**src/core/quad_counter_regs.svh**
```systemverilog
`ifndef QUAD_COUNTER_REGS_SVH
`define QUAD_COUNTER_REGS_SVH

// Word offsets (byte addresses) of the register map
`define QC_LATCH_OFS    8'h00
`define QC_ENABLE_OFS   8'h04
`define QC_CLEAR_OFS    8'h08
`define QC_LATCHCMD_OFS 8'h0C
`define QC_INPUTS_OFS   8'h10
`define QC_LIVE_OFS     8'h14

// Field positions
`define QC_CMD_BIT      0
`define QC_PHASE_A_BIT  0
`define QC_PHASE_B_BIT  1

// Reset values
`define QC_COUNT_RST    32'h0000_0000
`define QC_ENABLE_RST   1'b0

`endif

```
**src/core/quad_counter_pkg.sv**
```systemverilog
package quad_counter_pkg;

  typedef enum logic [1:0] {
    BUS_IDLE = 2'b00,
    BUS_ACK  = 2'b01
  } bus_state_t;

  typedef logic [31:0] count_t;

endpackage

```
**src/core/count_if.sv**
```systemverilog
`timescale 1ns/100ps
interface count_if;
  logic                        step;
  logic                        up;
  logic                        run;
  logic                        clear;
  quad_counter_pkg::count_t    value;

  modport ctrl (output step, output up, output run, output clear, input value);
  modport cnt  (input step, input up, input run, input clear, output value);
endinterface

```
**src/core/quadrature_updown_counter.sv**
```systemverilog
`timescale 1ns/100ps
`include "quad_counter_regs.svh"
// Behaviour
// - Single 32-bit up/down counter register
// - Count only on decoded encoder edges
// - Software reads count only via latch
// - Control registers for enable, clear, latch
// - Two quadrature inputs give step, direction
// - Step on every edge of one input alone; a change of both at once gives none
// - Direction from edge order of phases
// - Phase levels readable as digital inputs
// - Enable bit runs or stops, persists
// - Latch bit copies count; zero ignored
// - Clear and latch bits self-reset
module quadrature_updown_counter (
  // Clock and reset
  input  wire logic        mclk_in,
  input  wire logic        rst_n_in,
  // Encoder phases
  input  wire logic        phase_a_in,
  input  wire logic        phase_b_in,
  // Wishbone slave
  input  wire logic        wb_cyc_in,
  input  wire logic        wb_stb_in,
  input  wire logic        wb_we_in,
  input  wire logic [7:0]  wb_adr_in,
  input  wire logic [3:0]  wb_sel_in,
  input  wire logic [31:0] wb_dat_in,
  output logic      [31:0] wb_dat_out,
  output logic             wb_ack_out
);

  count_if cnt_bus ();

  // Phase synchronisers and edge history
  logic [1:0] sync1_reg;
  logic [1:0] sync2_reg;
  logic [1:0] prev_reg;

  always_ff @(posedge mclk_in or negedge rst_n_in) begin
    if (!rst_n_in) begin
      sync1_reg <= 2'h0;
      sync2_reg <= 2'h0;
      prev_reg  <= 2'h0;
    end else begin
      sync1_reg <= {phase_b_in, phase_a_in};
      sync2_reg <= sync1_reg;
      prev_reg  <= sync2_reg;
    end
  end

  // Four-edge decode: any single-phase change is one step
  logic       a_edge;
  logic       b_edge;
  logic       step;
  logic       dir_up;

  assign a_edge = sync2_reg[0] ^ prev_reg[0];
  assign b_edge = sync2_reg[1] ^ prev_reg[1];
  assign step   = a_edge ^ b_edge;
  // A leading B counts up: on an A change, new A differs from B
  assign dir_up = a_edge ? (sync2_reg[0] != sync2_reg[1])
                         : (sync2_reg[0] == sync2_reg[1]);

  assign cnt_bus.step = step;
  assign cnt_bus.up   = dir_up;

  updown_counter #(
    .WIDTH (32)
  ) counter_u (
    .mclk_in  (mclk_in),
    .rst_n_in (rst_n_in),
    .bus      (cnt_bus.cnt)
  );

  // Wishbone access decode
  function automatic logic hit(input logic [7:0] adr, input logic [7:0] ofs);
    hit = (adr[7:2] == ofs[7:2]);
  endfunction

  quad_counter_pkg::bus_state_t state_reg;
  logic                         wr_take;
  logic                         rd_take;
  logic                         cmd_one;

  assign wr_take = wb_cyc_in && wb_stb_in && wb_we_in && state_reg == quad_counter_pkg::BUS_IDLE;
  assign rd_take = wb_cyc_in && wb_stb_in && !wb_we_in
                   && state_reg == quad_counter_pkg::BUS_IDLE;
  assign cmd_one = wb_sel_in[0] && wb_dat_in[`QC_CMD_BIT];

  // Ack follows the taking edge by one cycle; a held request waits one idle cycle
  always_ff @(posedge mclk_in or negedge rst_n_in) begin
    if (!rst_n_in) begin
      state_reg <= quad_counter_pkg::BUS_IDLE;
    end else begin
      case (state_reg)
        quad_counter_pkg::BUS_IDLE: begin
          if (wb_cyc_in && wb_stb_in) begin
            state_reg <= quad_counter_pkg::BUS_ACK;
          end
        end
        quad_counter_pkg::BUS_ACK: begin
          state_reg <= quad_counter_pkg::BUS_IDLE;
        end
        default: begin
          state_reg <= quad_counter_pkg::BUS_IDLE;
        end
      endcase
    end
  end

  assign wb_ack_out = (state_reg == quad_counter_pkg::BUS_ACK);

  // Enable bit persists until the opposite value is written
  logic enable_reg;

  always_ff @(posedge mclk_in or negedge rst_n_in) begin
    if (!rst_n_in) begin
      enable_reg <= `QC_ENABLE_RST;
    end else if (wr_take && hit(wb_adr_in, `QC_ENABLE_OFS) && wb_sel_in[0]) begin
      enable_reg <= wb_dat_in[`QC_CMD_BIT];
    end
  end

  assign cnt_bus.run = enable_reg;

  // Clear and latch commands: one-cycle pulses, auto-returning to zero
  logic clear_reg;
  logic latch_cmd_reg;

  always_ff @(posedge mclk_in or negedge rst_n_in) begin
    if (!rst_n_in) begin
      clear_reg     <= 1'b0;
      latch_cmd_reg <= 1'b0;
    end else begin
      clear_reg     <= wr_take && hit(wb_adr_in, `QC_CLEAR_OFS) && cmd_one;
      latch_cmd_reg <= wr_take && hit(wb_adr_in, `QC_LATCHCMD_OFS) && cmd_one;
    end
  end

  assign cnt_bus.clear = clear_reg;

  // Holding latch, the only path from the counter to software
  quad_counter_pkg::count_t latch_reg;

  always_ff @(posedge mclk_in or negedge rst_n_in) begin
    if (!rst_n_in) begin
      latch_reg <= `QC_COUNT_RST;
    end else if (latch_cmd_reg) begin
      latch_reg <= cnt_bus.value;
    end
  end

  // Read data register
  logic [31:0] rd_next;

  always_comb begin
    rd_next = 32'h0000_0000;
    if (hit(wb_adr_in, `QC_LATCH_OFS)) begin
      rd_next = latch_reg;
    end else if (hit(wb_adr_in, `QC_ENABLE_OFS)) begin
      rd_next[`QC_CMD_BIT] = enable_reg;
    end else if (hit(wb_adr_in, `QC_CLEAR_OFS)) begin
      rd_next[`QC_CMD_BIT] = clear_reg;
    end else if (hit(wb_adr_in, `QC_LATCHCMD_OFS)) begin
      rd_next[`QC_CMD_BIT] = latch_cmd_reg;
    end else if (hit(wb_adr_in, `QC_INPUTS_OFS)) begin
      rd_next[`QC_PHASE_A_BIT] = sync2_reg[0];
      rd_next[`QC_PHASE_B_BIT] = sync2_reg[1];
    end
  end

  always_ff @(posedge mclk_in or negedge rst_n_in) begin
    if (!rst_n_in) begin
      wb_dat_out <= 32'h0000_0000;
    end else if (rd_take) begin
      wb_dat_out <= rd_next;
    end
  end
endmodule

```
**src/core/updown_counter.sv**
```systemverilog
`timescale 1ns/100ps
`include "quad_counter_regs.svh"
module updown_counter #(
  parameter int WIDTH = 32
) (
  // Clock and reset
  input  wire logic mclk_in,
  input  wire logic rst_n_in,
  // Control and value
  count_if.cnt      bus
);

  logic [WIDTH-1:0] count_reg;
  logic [WIDTH-1:0] count_next;

  always_comb begin
    count_next = count_reg;
    if (bus.clear) begin
      count_next = '0;
    end else if (bus.run && bus.step) begin
      // Wraps freely both ways; no overflow flag
      count_next = bus.up ? count_reg + 1'b1 : count_reg - 1'b1;
    end
  end

  always_ff @(posedge mclk_in or negedge rst_n_in) begin
    if (!rst_n_in) begin
      count_reg <= WIDTH'(`QC_COUNT_RST);
    end else begin
      count_reg <= count_next;
    end
  end

  assign bus.value = count_reg;
endmodule

```
**config.mk**
```make
export PLATFORM = sky130hd
export DESIGN_NAME = quadrature_updown_counter
export DESIGN_NICKNAME = d
export VERILOG_FILES = /design/src/core/quad_counter_pkg.sv /design/src/core/count_if.sv /design/src/core/quadrature_updown_counter.sv /design/src/core/updown_counter.sv
export VERILOG_INCLUDE_DIRS = /design/src /design/src/core
export SDC_FILE = /design/constraint.sdc
export NUM_CORES = 1
export LEC_CHECK = 0
export ABC_AREA = 1
export BUFFER_PORTS_ARGS = -buffer_cell sky130_fd_sc_hd__buf_2
export CAP_MARGIN = 20
export CORE_MARGIN = 5
export CORE_UTILIZATION = 30
export DETAILED_ROUTE_END_ITERATION = 8
export REMOVE_ABC_BUFFERS = 1
export SLEW_MARGIN = 10
export SYNTH_ARGS = -nofsm -noshare
export SYNTH_HDL_FRONTEND = slang
export SYNTH_SLANG_ARGS = --single-unit
```
**constraint.sdc**
```tcl
create_clock -name mclk_in -period 3.95 [get_ports mclk_in]
set_input_delay 0.5925 -clock mclk_in [delete_from_list [all_inputs] [get_ports mclk_in]]
set_output_delay 0.5925 -clock mclk_in [all_outputs]
set_load 0.01 [all_outputs]
```
======== Word-level counts from Yosys, hierarchy flattened ========
Cells that the tools add are included.
cells by class
  $add $sub $neg .......................... 2
  equality and inequality tests ........... 8
  multiplexer cells ....................... 15
  bitwise operators ....................... 3
  reductions and logical operators ........ 17
operators with widths
  operator                                              number
  2-to-1 mux 32 bit                                     3
  adder 32 x 1 -> 32 bit (second input constant)        1
  subtractor 32 x 1 -> 32 bit (second input constant)   1
  2-to-1 mux 30 bit                                     1
  logical AND 1 bit                                     13
  equality test 6 x 2 -> 1 bit (second input constant)  2
  2-to-1 mux 2 bit                                      4
  2-to-1 mux 1 bit                                      7
  equality test 6 x 1 -> 1 bit (second input constant)  1
  equality test 6 x 3 -> 1 bit (second input constant)  1
  logical NOT 6 bit                                     1
  bitwise XOR 1 bit                                     3
  equality test 2 x 1 -> 1 bit (second input constant)  1
  logical NOT 2 bit                                     1
  != test 2 x 1 -> 1 bit (second input constant)        1
  nonzero test 2 bit                                    1
  equality test 1 bit                                   1
  logical NOT 1 bit                                     1
  != test 1 bit                                         1
storage, ports and cells
  register bits after elaboration ......... 107
  input bits .............................. 51

======== Depth between registers and ports, before layout ========
Gate-level depths: netlist of run 1.
  depth in word-level cells ............... 6
  mapped depth ............................ 23
  depth with buffers taken out ............ 21

======== Modules after synthesis ========
A second synthesis of run 1 with hierarchy kept.
unflattened totals
  cells, all modules ...................... 917
  area, all modules ....................... 6602.6 um^2
modules (own cells, without submodules)
  module                     instances  cells an instance  area each (um^2)  seq. area each (um^2)
  updown_counter             1          618                3573.4            800.8
  quadrature_updown_counter  1          299                3029.2            1851.8

======== Worst setup path before layout of run 1 ========
OpenSTA, ideal clock, no wires.
  kind .................................... register to register
  start ................................... reg sync2_reg[0]
  end ..................................... reg counter_u.count_reg[31], in the netlist counter_u.bus.value[31]
  arrival time ............................ 2134 ps
  setup slack ............................. 1699 ps
  cell stages (with the launch flop) ...... 16
  clock period less this slack ............ 2251 ps
  cell sequence ........................... dfrtp_1 > inv_2 > nand2_1 > nand2_2 > nand2_1 > nand2_4 > buf_4 > buf_2 > ha_1 > a21oi_1 > nand2_1 > o21bai_1 > a21oi_1 > nand3_1 > nand3_1 > nand2_1
between the ends
  cells in the longest elaborated chain, start to end .. 5
  elaborated cells between the ends (all ways) .. 10
ends and longest elaborated chain
  what                                               line                             text
  start: declaration                                 quadrature_updown_counter.sv:37  logic [1:0] sync2_reg;
  start signal: assignment                           quadrature_updown_counter.sv:47  sync2_reg <= sync1_reg;
  equality test 1 bit, or another cell as far along  quadrature_updown_counter.sv:63  : (sync2_reg[0] == sync2_reg[1]);
  2-to-1 mux 1 bit                                   quadrature_updown_counter.sv:62  assign dir_up = a_edge ? (sync2_reg[0] != sync2_reg[1])
  2-to-1 mux 32 bit                                  updown_counter.sv:22             count_next = bus.up ? count_reg + 1'b1 : count_reg - 1'b1;
  2-to-1 mux 32 bit                                  updown_counter.sv:20             end else if (bus.run && bus.step) begin
  2-to-1 mux 32 bit                                  updown_counter.sv:18             if (bus.clear) begin
  end signal: assignment                             updown_counter.sv:28             count_reg <= WIDTH'(`QC_COUNT_RST);
  end signal: assignment                             updown_counter.sv:30             count_reg <= count_next;
  end: declaration                                   updown_counter.sv:13             logic [WIDTH-1:0] count_reg;
Several ways; a longest one is shown, not always the timed one. The select of a mux whose other input is x is not followed.
A chain may end at the register's enable or synchronous reset.

======== Final worst setup path of run 1 ========
  start ................................... reg sync2_reg[0]
  end ..................................... reg counter_u.count_reg[18], in the netlist counter_u.bus.value[18]
Same word-level chain as after synthesis.

==> results of run 1 <==
[power breakdown]
group          total (W)  switching [W]  internal (W)
clock network   0.000947       0.000442      0.000505
registers        0.00132       0.000148       0.00118
logic            0.00107       0.000724      0.000351
[final cells by class]
class	instances	share of cell area
clock buffer	9	0.0328
sequential	106	0.386
inverter	120	0.0657
tap	270	0.0491
timing repair buffer	52	0.0411
multi-input combinational	596	0.412
clock inverter	7	0.0127
[cells by family (layout without fill, tap and decap cells)]
logic type,Yosys count,in the layout
AOI/OAI and AO/OA,157,157
xor gates and xnor gates,6,6
adders and majority gates,3,3
buffers and inverters,148,188
DFF,106,106
muxes,1,1
and+or+nand+nor,429,429
[worst max-delay path by stage]
stage | depth (start not counted) | startpoint | endpoint
floorplan | 21 | sync2_reg[0] | counter_u.bus.value[16]
global placement | 20 | sync2_reg[0] | counter_u.bus.value[18]
global route | 20 | sync2_reg[0] | counter_u.bus.value[18]
CTS | 20 | sync2_reg[0] | counter_u.bus.value[18]
detailed placement | 20 | sync2_reg[0] | counter_u.bus.value[18]
finish | 20 | sync2_reg[0] | counter_u.bus.value[18]
[through the flow]
step,setup WS [ns],hold WS (ns)
final,1.04,0.229
after global routing,0.627,0.287
after CTS,1.02,0.264
after detailed placement,1.04,0.337
after global placement,1.09,0.334
after floorplan,1.61,0.297
[cell usage after synthesis, types with 4 or more instances]
| library cell | count |
|---|---|
| xor2_1 | 4 |
| inv_2 | 5 |
| nand4_1 | 6 |
| and2_1 | 5 |
| nand3_1 | 48 |
| inv_1 | 113 |
| a41oi_1 | 9 |
| nor2_2 | 8 |
| nor2_1 | 44 |
| nand2_1 | 283 |
| clkbuf_1 | 17 |
| buf_6 | 5 |
| a21oi_1 | 25 |
| nand2_2 | 25 |
| o41ai_1 | 15 |
| dfrtp_1 | 106 |
| o21ai_0 | 96 |
[metal layers]
layer	track usage	vias to the layer above
li1	-	2780
met1	0.170	2449
met2	0.211	78
met3	0.0190	21
met4	0.0569	0
met5	0	-
==> summary.txt, run 1 <==
Yosys top cell area share: 0.436
Maximum clock path buffer count: 2
Startpoint types: flop
Slew HR: 0.380
Status: finished, final reports clean
Fin. Hold Viols: 0
Reg-to-Reg End: counter_u.bus.value[18]
Number of synthesized register bits: 106
DRC: 0
Post-route cell area: 0.00687 mm^2
Fraction of layout cells with a size suffix above 1: 0.131
Fmax: 0.344 GHz
Setup Viol. Count Final: 0
RSZ-0062 raised after global routing: no
Post-CTS Setup Inserts: 0
Synth area leaders: dfrtp_1 44%, nand2_1 17%, o21ai_0 7.9%
First-pass GRT wire length: 25000 um
Total CTS buffers: 9
Xor/xnor cell area share of the yosys netlist: 0.00986
Fin cells: 1160
FF-to-FF path depth: 20
Peak VDD IR: 178 uV
H-tree depth: 3
Post-DP Area: 0.00655 mm^2
Post-CTS sizing: 0
Static leakage: 3.41 nW
Starting density of the core: 0.303
Fillers: 2148
Final core occ: 0.342
Top delay family on crit path: simple AND/OR/NAND/NOR gates
Worst stage delay on the critical path: 0.47 ns
IO Port Bufs: 47
Drt total wl: 14800 um
Dpl cells: 1143
Met1 Wirelength: 7030 um
Total power: 0.00335 W
Ys flop type: dfrtp_1
DR pass1 iterations: 5
Setup TNS: 0 ns
Synth Area in Adders: 0.00616
Gr usage total: 0.129
Commonest non-fill, non-tap cell in the layout: nand2_1
Hold buffers post-CTS: 0
Final worst-path cycle share: 0.737
Post-Syn Area per Cell: 7.16 um^2
Maxcap violations: 0
Area delta synth->final: 12.9%
Slew Limit Fails: 0
Synth Area in Compound Gates: 0.150
Register area share after synthesis: 0.436
Slowest cell on crit path: dfrtp_1
Buf/Inv on CP: 3
CP Max Fanout: 38
CP most frequent cell: nand2_1
Vias per cell: 4.59
Hold crit path type: primary input to async pin
Gr ovfl total: 0
ANT cells: 0
Multi-input gate area: 0.00284 mm^2
Reg2reg setup slack: 1.04 ns
Clk sinks: 106
Detailed-route wire length per cell: 12.7 um
CP cell instances: inv_2, nand2_1, nand2_2, nand2_2, nand2_2, nand2_2, nand2_1, inv_2, ha_1, inv_1, nand2_1, nand3_1, o21ai_1, nand2_1, nand2_1, nand2_1, nand2_1, nand2_1, nand3_1, nand2_1
Pwr per Cell Area: 487 mW/mm^2
Via Count: 5328
Critical path arrival: 3.16 ns
Storage element area: 0.00265 mm^2
Synth async-reset ratio: 1.00
Worst-skew pair later-pin latency: 0.36 ns
Gate Count Post-Synth: 850
Layout Skew: 0.0141 ns
CP endpoint kind: flop
Vias in the first global route: 5105
Top sig layer: met4
R2R Path Start: sync2_reg[0]
Final ANT Viol Nets: 0
Synth Warn #: 0
Final nets: 939
Io pins: 84
Clock root buffer: clkbuf_16
Die ar.: 0.0232 mm^2
Row Count: 52
Post-layout minimum cycle time: 2.91 ns
Largest family of logic cells by synthesized area: simple AND/OR/NAND/NOR gates
Synth cell types: 40
Placed wire-length estimate: 10800 um
WS Path Type: flop to flop
Wire length on met2: 6910 um
RD Place Congestion: 0.940
Antenna violations before repair: 0
Met3 wire length: 453 um
Largest net degree at the start of global routing: 66
Commonest cells after routing, fill and taps aside: 283 x nand2_1, 113 x inv_1, 105 x dfrtp_1
Measured slew at the worst slew-check pin: 0.930 ns
CTS tree: yes
CP Data Required Time: 4.20 ns
Clock slew at reported path FFs: 0.08 ns
Fraction of the mapped netlist area in simple logic gates: 0.298
Area leader, netlist: dfrtp_1
Number of synthesized flops with an enable pin: 0
DRT iter0 DRCs: 375
Mux contribution to synthesized area: 0.00185
Core area: 0.0201 mm^2
Chip Height: 152 um
Cell Area, Synth: 0.00609 mm^2
Overall die width: 152 um
No activity file was read; power rests on OpenSTA's default activity.
==> inputs of run 2 (changes only) <==
- clock period: 3.95 -> 2.95 ns (I/O delays scaled with it)
==> summary.txt, run 2 (same netlist as run 1, synthesis figures left out) <==
ANT cells: 0 (unchanged)
Setup Viol. Count Final: 0 (unchanged)
Top delay family on crit path: simple AND/OR/NAND/NOR gates
Io pins: 84 (unchanged)
Commonest non-fill, non-tap cell in the layout: nand2_1
CP most frequent cell: nand2_1
Final worst-path cycle share: 0.883 (+0.147)
Clk sinks: 106 (unchanged)
Total CTS buffers: 9 (unchanged)
DR pass1 iterations: 4 (-1)
Slew Limit Fails: 0 (unchanged)
Final ANT Viol Nets: 0 (unchanged)
Core area: 0.0201 mm^2 (unchanged)
Worst hold slack: 0.0596 ns (-0.170 ns)
Post-CTS Setup Inserts: 0 (unchanged)
Overall die width: 152 um (unchanged)
Buf/Inv on CP: 2 (-1)
Setup TNS: 0 ns (unchanged)
RD Place Congestion: 0.909 (-3.3%)
DRT iter0 DRCs: 306 (-18%)
Measured slew at the worst slew-check pin: 0.650 ns (-0.280 ns)
Die ar.: 0.0232 mm^2 (unchanged)
Row Count: 52 (unchanged)
Status: finished, final reports clean
Maxcap violations: 0 (unchanged)
Vias in the first global route: 5234 (+2.5%)
Commonest cells after routing, fill and taps aside: 283 x nand2_1, 113 x inv_1, 105 x dfrtp_1
Critical path arrival: 2.86 ns (-0.30 ns)
Final nets: 942 (+0.32%)
Hold buffers post-CTS: 0 (unchanged)
WS Path Type: flop to flop
CP endpoint kind: flop
RSZ-0062 raised after global routing: no
Worst-skew pair later-pin latency: 0.36 ns (about the same)
Largest net degree at the start of global routing: 64 (-3.0%)
Post-CTS sizing: 0 (unchanged)
Post-layout minimum cycle time: 2.61 ns (-0.304 ns)
CP Data Required Time: 3.21 ns (-0.99 ns)
Static leakage: 3.42 nW (+0.32%)
Fillers: 2126 (-1.0%)
Pwr per Cell Area: 639 mW/mm^2 (+31%)
Peak VDD IR: 275 uV (+55%)
Fin. Hold Viols: 0 (unchanged)
Clock root buffer: clkbuf_16
Starting density of the core: 0.303 (unchanged)
H-tree depth: 3 (unchanged)
Startpoint types: flop
Via Count: 5343 (+0.28%)
CP cell instances: inv_2, nand2_1, nand2_2, nand2_1, nand2_4, nand2_1, nand2_1, nand2_1, inv_1, nand3_1, nor2_1, and2_1, nand2_1, nand2_1, nand2_1, nand3_1, nand2_1
Vias per cell: 4.59 (about the same)
Chip Height: 152 um (unchanged)
DRC: 0 (unchanged)
Slew HR: 0.561 (+0.181)
Fraction of layout cells with a size suffix above 1: 0.134 (+0.00292)
Placed wire-length estimate: 11000 um (+2.0%)
Clock slew at reported path FFs: 0.08 ns (about the same)
Layout Skew: 0.0138 ns (-0.000248 ns)
CP Max Fanout: 45 (+18%)
Gr usage total: 0.130 (+0.000763)
Area delta synth->final: 13.2%
Detailed-route wire length per cell: 12.6 um (-0.99%)
CTS tree: yes
Fmax: 0.384 GHz (+12%)
Slowest cell on crit path: dfrtp_1
Antenna violations before repair: 0 (unchanged)
Hold crit path type: primary input to async pin
Drt total wl: 14600 um (-0.73%)
Worst stage delay on the critical path: 0.46 ns (about the same)
Maximum clock path buffer count: 2 (unchanged)
Gr ovfl total: 0 (unchanged)
IO Port Bufs: 47 (unchanged)
First-pass GRT wire length: 25300 um (+1.1%)
## run 2: per-layer routing
metal,up-vias,global-route usage,share of wire
met3,8,0.0264,0.044
met4,0,0.0378,0.012
met5,-,0,0
li1,2792,-,-
met1,2474,0.171,0.46
met2,69,0.216,0.48
## run 2: cell type report
class,count,area [um^2],area share
repair buffers,55,323,0.0468
clock inverters,7,67.6,0.00980
multi-input cells,596,2840,0.411
well taps,270,338,0.0490
inverters,120,452,0.0655
flip-flops and latches,106,2650,0.385
clock buffers,9,225,0.0327
## run 2: final timing paths
check | start | endpoint | slack [ns] | depth (start not counted)
min | rst_n_in | sync1_reg[1] | 0.06 | 1
min reg2reg | sync1_reg[1] | sync2_reg[1] | 0.35 | 0
max | sync2_reg[0] | counter_u.bus.value[27] | 0.34 | 17
min in group mclk_in | phase_a_in | sync1_reg[0] | 0.18 | 1
max reg2reg | sync2_reg[0] | counter_u.bus.value[27] | 0.34 | 17
max in group asynchronous | rst_n_in | latch_reg[17] | 2.14 | 2
## run 2: through the flow
step | instances | power (W) | area, um^2 | utilization | setup slack (ns)
finish | 1163 | 0.00440 | 6890 | 0.343 | 0.344
global route | 1163 | 0.00475 | 6890 | 0.343 | 0.0287
CTS | 1163 | 0.00446 | 6890 | 0.343 | 0.367
detailed placement | 1147 | 0.00323 | 6600 | 0.328 | 0.392
global placement | 1147 | 0.00322 | 6600 | 0.328 | 0.431
floorplan | 822 | 0.00283 | 5940 | - | 0.606
## run 2: power by group
part	total, W	internal [W]	switching, W	leakage (nW)
Clock	0.00119	0.000597	0.000593	0.142
Combinational	0.00144	0.000479	0.000964	1.83
Sequential	0.00177	0.00157	0.000195	1.45
Total	0.00440	0.00265	0.00175	3.42
==> inputs of run 3 (changes only) <==
- ABC_AREA: 1 -> default
==> summary.txt, run 3 <==
Vias in the first global route: 4535 (-13%)
Sequential fraction of design power: 0.412 (+0.010)
Static leakage: 3.00 nW (-12%)
Gr ovfl total: 0 (unchanged)
Final ANT Viol Nets: 0 (unchanged)
Clock slew at reported path FFs: 0.07 ns (about the same)
RSZ-0062 raised after global routing: no
Fraction of layout cells with a size suffix above 1: 0.232 (+0.0979)
Clk sinks: 106 (unchanged)
Clock root buffer: clkbuf_16
Maxcap violations: 0 (unchanged)
Area delta synth->final: 15.1%
Gate Count Post-Synth: 567 (-33%)
Post-CTS Setup Inserts: 0 (unchanged)
Vias per cell: 5.35 (+16%)
Startpoint types: flop
Final core occ: 0.349 (+0.00597)
Layout Skew: 0.00889 ns (-0.00494 ns)
Most numerous cell in the Yosys netlist: dfrtp_1
Hold buffers post-CTS: 0 (unchanged)
Fillers: 1873 (-12%)
Synth cell types: 61 (+53%)
Final nets: 656 (-30%)
Number of synthesized register bits: 106 (unchanged)
Register area share after synthesis: 0.471 (+0.0352)
Fin. Hold Viols: 0 (unchanged)
Placed wire-length estimate: 10400 um (-4.8%)
Critical path arrival: 3.07 ns (+0.21 ns)
Number of synthesized flops with an enable pin: 0 (unchanged)
Row Count: 50 (-3.8%)
Fmax: 0.356 GHz (-7.1%)
Internal power: 0.00279 W (+5.1%)
Slew Limit Fails: 0 (unchanged)
Drt total wl: 14500 um (-0.69%)
Yosys top cell area share: 0.471 (+0.0352)
Detailed-route wire length per cell: 17.3 um (+37%)
Setup Viol. Count Final: 0 (unchanged)
Post-Syn Area per Cell: 9.94 um^2 (+39%)
Worst-skew pair later-pin latency: 0.36 ns (about the same)
P_sw: 0.00155 W (-12%)
Overall die width: 147 um (-3.6%)
RD Place Congestion: 0.853 (-6.1%)
CP Data Required Time: 3.21 ns (about the same)
Post-route cell area: 0.00648 mm^2 (-6.0%)
Post-layout minimum cycle time: 2.81 ns (+0.201 ns)
Final worst-path cycle share: 0.951 (+0.0680)
IO Port Bufs: 47 (unchanged)
Status: finished, final reports clean
Hold crit path type: primary input to async pin
Commonest non-fill, non-tap cell in the layout: dfrtp_1
CP Max Fanout: 35 (-22%)
Slew HR: 0.491 (-0.0702)
Peak VDD IR: 321 uV (+17%)
Dpl cells: 825 (-28%)
DRT iter0 DRCs: 220 (-28%)
Post-CTS sizing: 0 (unchanged)
Cell Area, Synth: 0.00563 mm^2 (-7.5%)
Antenna violations before repair: 0 (unchanged)
Post-DP Area: 0.00618 mm^2 (-6.3%)
DR pass1 iterations: 5 (+1)
First-pass GRT wire length: 24300 um (-4.1%)
Io pins: 84 (unchanged)
Ys flop type: dfrtp_1
Synth Warn #: 0 (unchanged)
Total power: 0.00433 W (-1.6%)
CP endpoint kind: flop
Sw Share: 0.357 (-0.0408)
Largest net degree at the start of global routing: 49 (-23%)
Synth area leaders: dfrtp_1 47%, mux2_2 8.2%, a22o_1 4.7%
Chip Height: 147 um (-3.6%)
Core area: 0.0186 mm^2 (-7.6%)
Measured slew at the worst slew-check pin: 0.764 ns (+0.114 ns)
H-tree depth: 3 (unchanged)
Via Count: 4496 (-16%)
Worst hold slack: 0.0726 ns (+0.0130 ns)
Combinational power share: 0.310 (-0.018)
Most frequent cells after synthesis: 106 x dfrtp_1, 58 x nor2_1, 41 x mux2_2, 36 x clkbuf_1, 36 x nand2_1
Commonest cells after routing, fill and taps aside: 106 x dfrtp_1, 58 x nor2_1, 46 x buf_2
WS Path Type: flop to flop
Area leader, netlist: dfrtp_1
Clock power share: 0.278 (+0.008)
Die ar.: 0.0216 mm^2 (-7.0%)
Maximum clock path buffer count: 2 (unchanged)
Gr usage total: 0.138 (+0.00856)
Fin cells: 841 (-28%)
Synth async-reset ratio: 1.00 (unchanged)
ANT cells: 0 (unchanged)
Total CTS buffers: 9 (unchanged)
Pwr per Cell Area: 669 mW/mm^2 (+4.7%)
DRC: 0 (unchanged)
Starting density of the core: 0.303 (+0.000332)
CTS tree: yes
==> run 3: changes by cell type in the layout (fill, tap and decap cells not counted), moves of 25 or more <==
cell	delta
a22o_1	+30
inv_1	-106
mux2_2	+40
nand2_1	-247
nand2_2	-25
nand3_1	-25
o21ai_0	-85
==> run 3: power by group through the flow <==
stage	clock network (W)	registers [W]	logic, W
final	0.00121	0.00179	0.00134
after global routing	0.00131	0.00181	0.00150
after CTS	0.00125	0.00178	0.00135
after detailed placement	0	0.00181	0.00133
after global placement	0	0.00181	0.00131
after floorplan	0	0.00176	0.000869
==> run 3: per-stage QoR <==
step | TNS, ns | setup slack (ns)
2_1_floorplan | -10.58 | -0.368
3_3_place_gp | 0 | 0.193
3_5_place_dp | 0 | 0.189
4_1_cts | 0 | 0.154
5_1_grt | 0 | 0.0365
6_report | 0 | 0.144
==> run 3: area by class of cell <==
type | count | area, um^2 | area share
multi-input cells | 405 | 2760 | 0.426
flip-flops and latches | 106 | 2650 | 0.409
repair buffers | 72 | 450 | 0.0695
well taps | 234 | 293 | 0.0452
clock buffers | 10 | 229 | 0.0353
clock inverters | 6 | 66.3 | 0.0102
inverters | 8 | 32.5 | 0.00502
==> run 3: metal layers <==
metal,GRT usage,share of wire,wire length [um],vias up
li1,-,-,-,2140
met1,0.187,0.46,6720,2255
met2,0.226,0.49,7090,89
met3,0.0287,0.039,569,12
met4,0.0368,0.011,161,0
met5,0,0,0,-
==> run 3: worst paths after layout <==
check                      depth (start not counted)  slack (ns)                      end          from
hold / removal                                     1        0.07            wb_dat_out[0]      rst_n_in
setup / recovery                                   9        0.14  counter_u.bus.value[29]  sync2_reg[1]
min in group mclk_in                               1        0.20             sync1_reg[1]    phase_b_in
hold reg to reg                                    0        0.35             sync2_reg[1]  sync1_reg[1]
max in group asynchronous                          2        2.23  counter_u.bus.value[28]      rst_n_in
setup reg to reg                                   9        0.14  counter_u.bus.value[29]  sync2_reg[1]
==> run 3: logic make-up (layout without fill, tap and decap cells) <==
kind of cell | Yosys count | after routing | synth area share
XOR/XNOR | 20 | 20 | 0.0344
AND/OR/NAND/NOR | 230 | 230 | 0.213
adder cells (fa/ha/maj) | 3 | 3 | 0.00666
flip-flops | 106 | 106 | 0.471
AO/OA/AOI/OAI | 97 | 97 | 0.126
buffers and inverters | 56 | 96 | 0.0413
multiplexers | 55 | 55 | 0.107
==> run 3: critical path, cell delays in order, from the launching register on <==
cell and delay, ns:
dfrtp_1 0.46, xnor2_4 0.23, buf_4 0.23, inv_4 0.06, buf_12 0.17, or3_1 0.36, a221o_1 0.32, or4_1 0.47
and3_1 0.22, o31ai_2 0.19
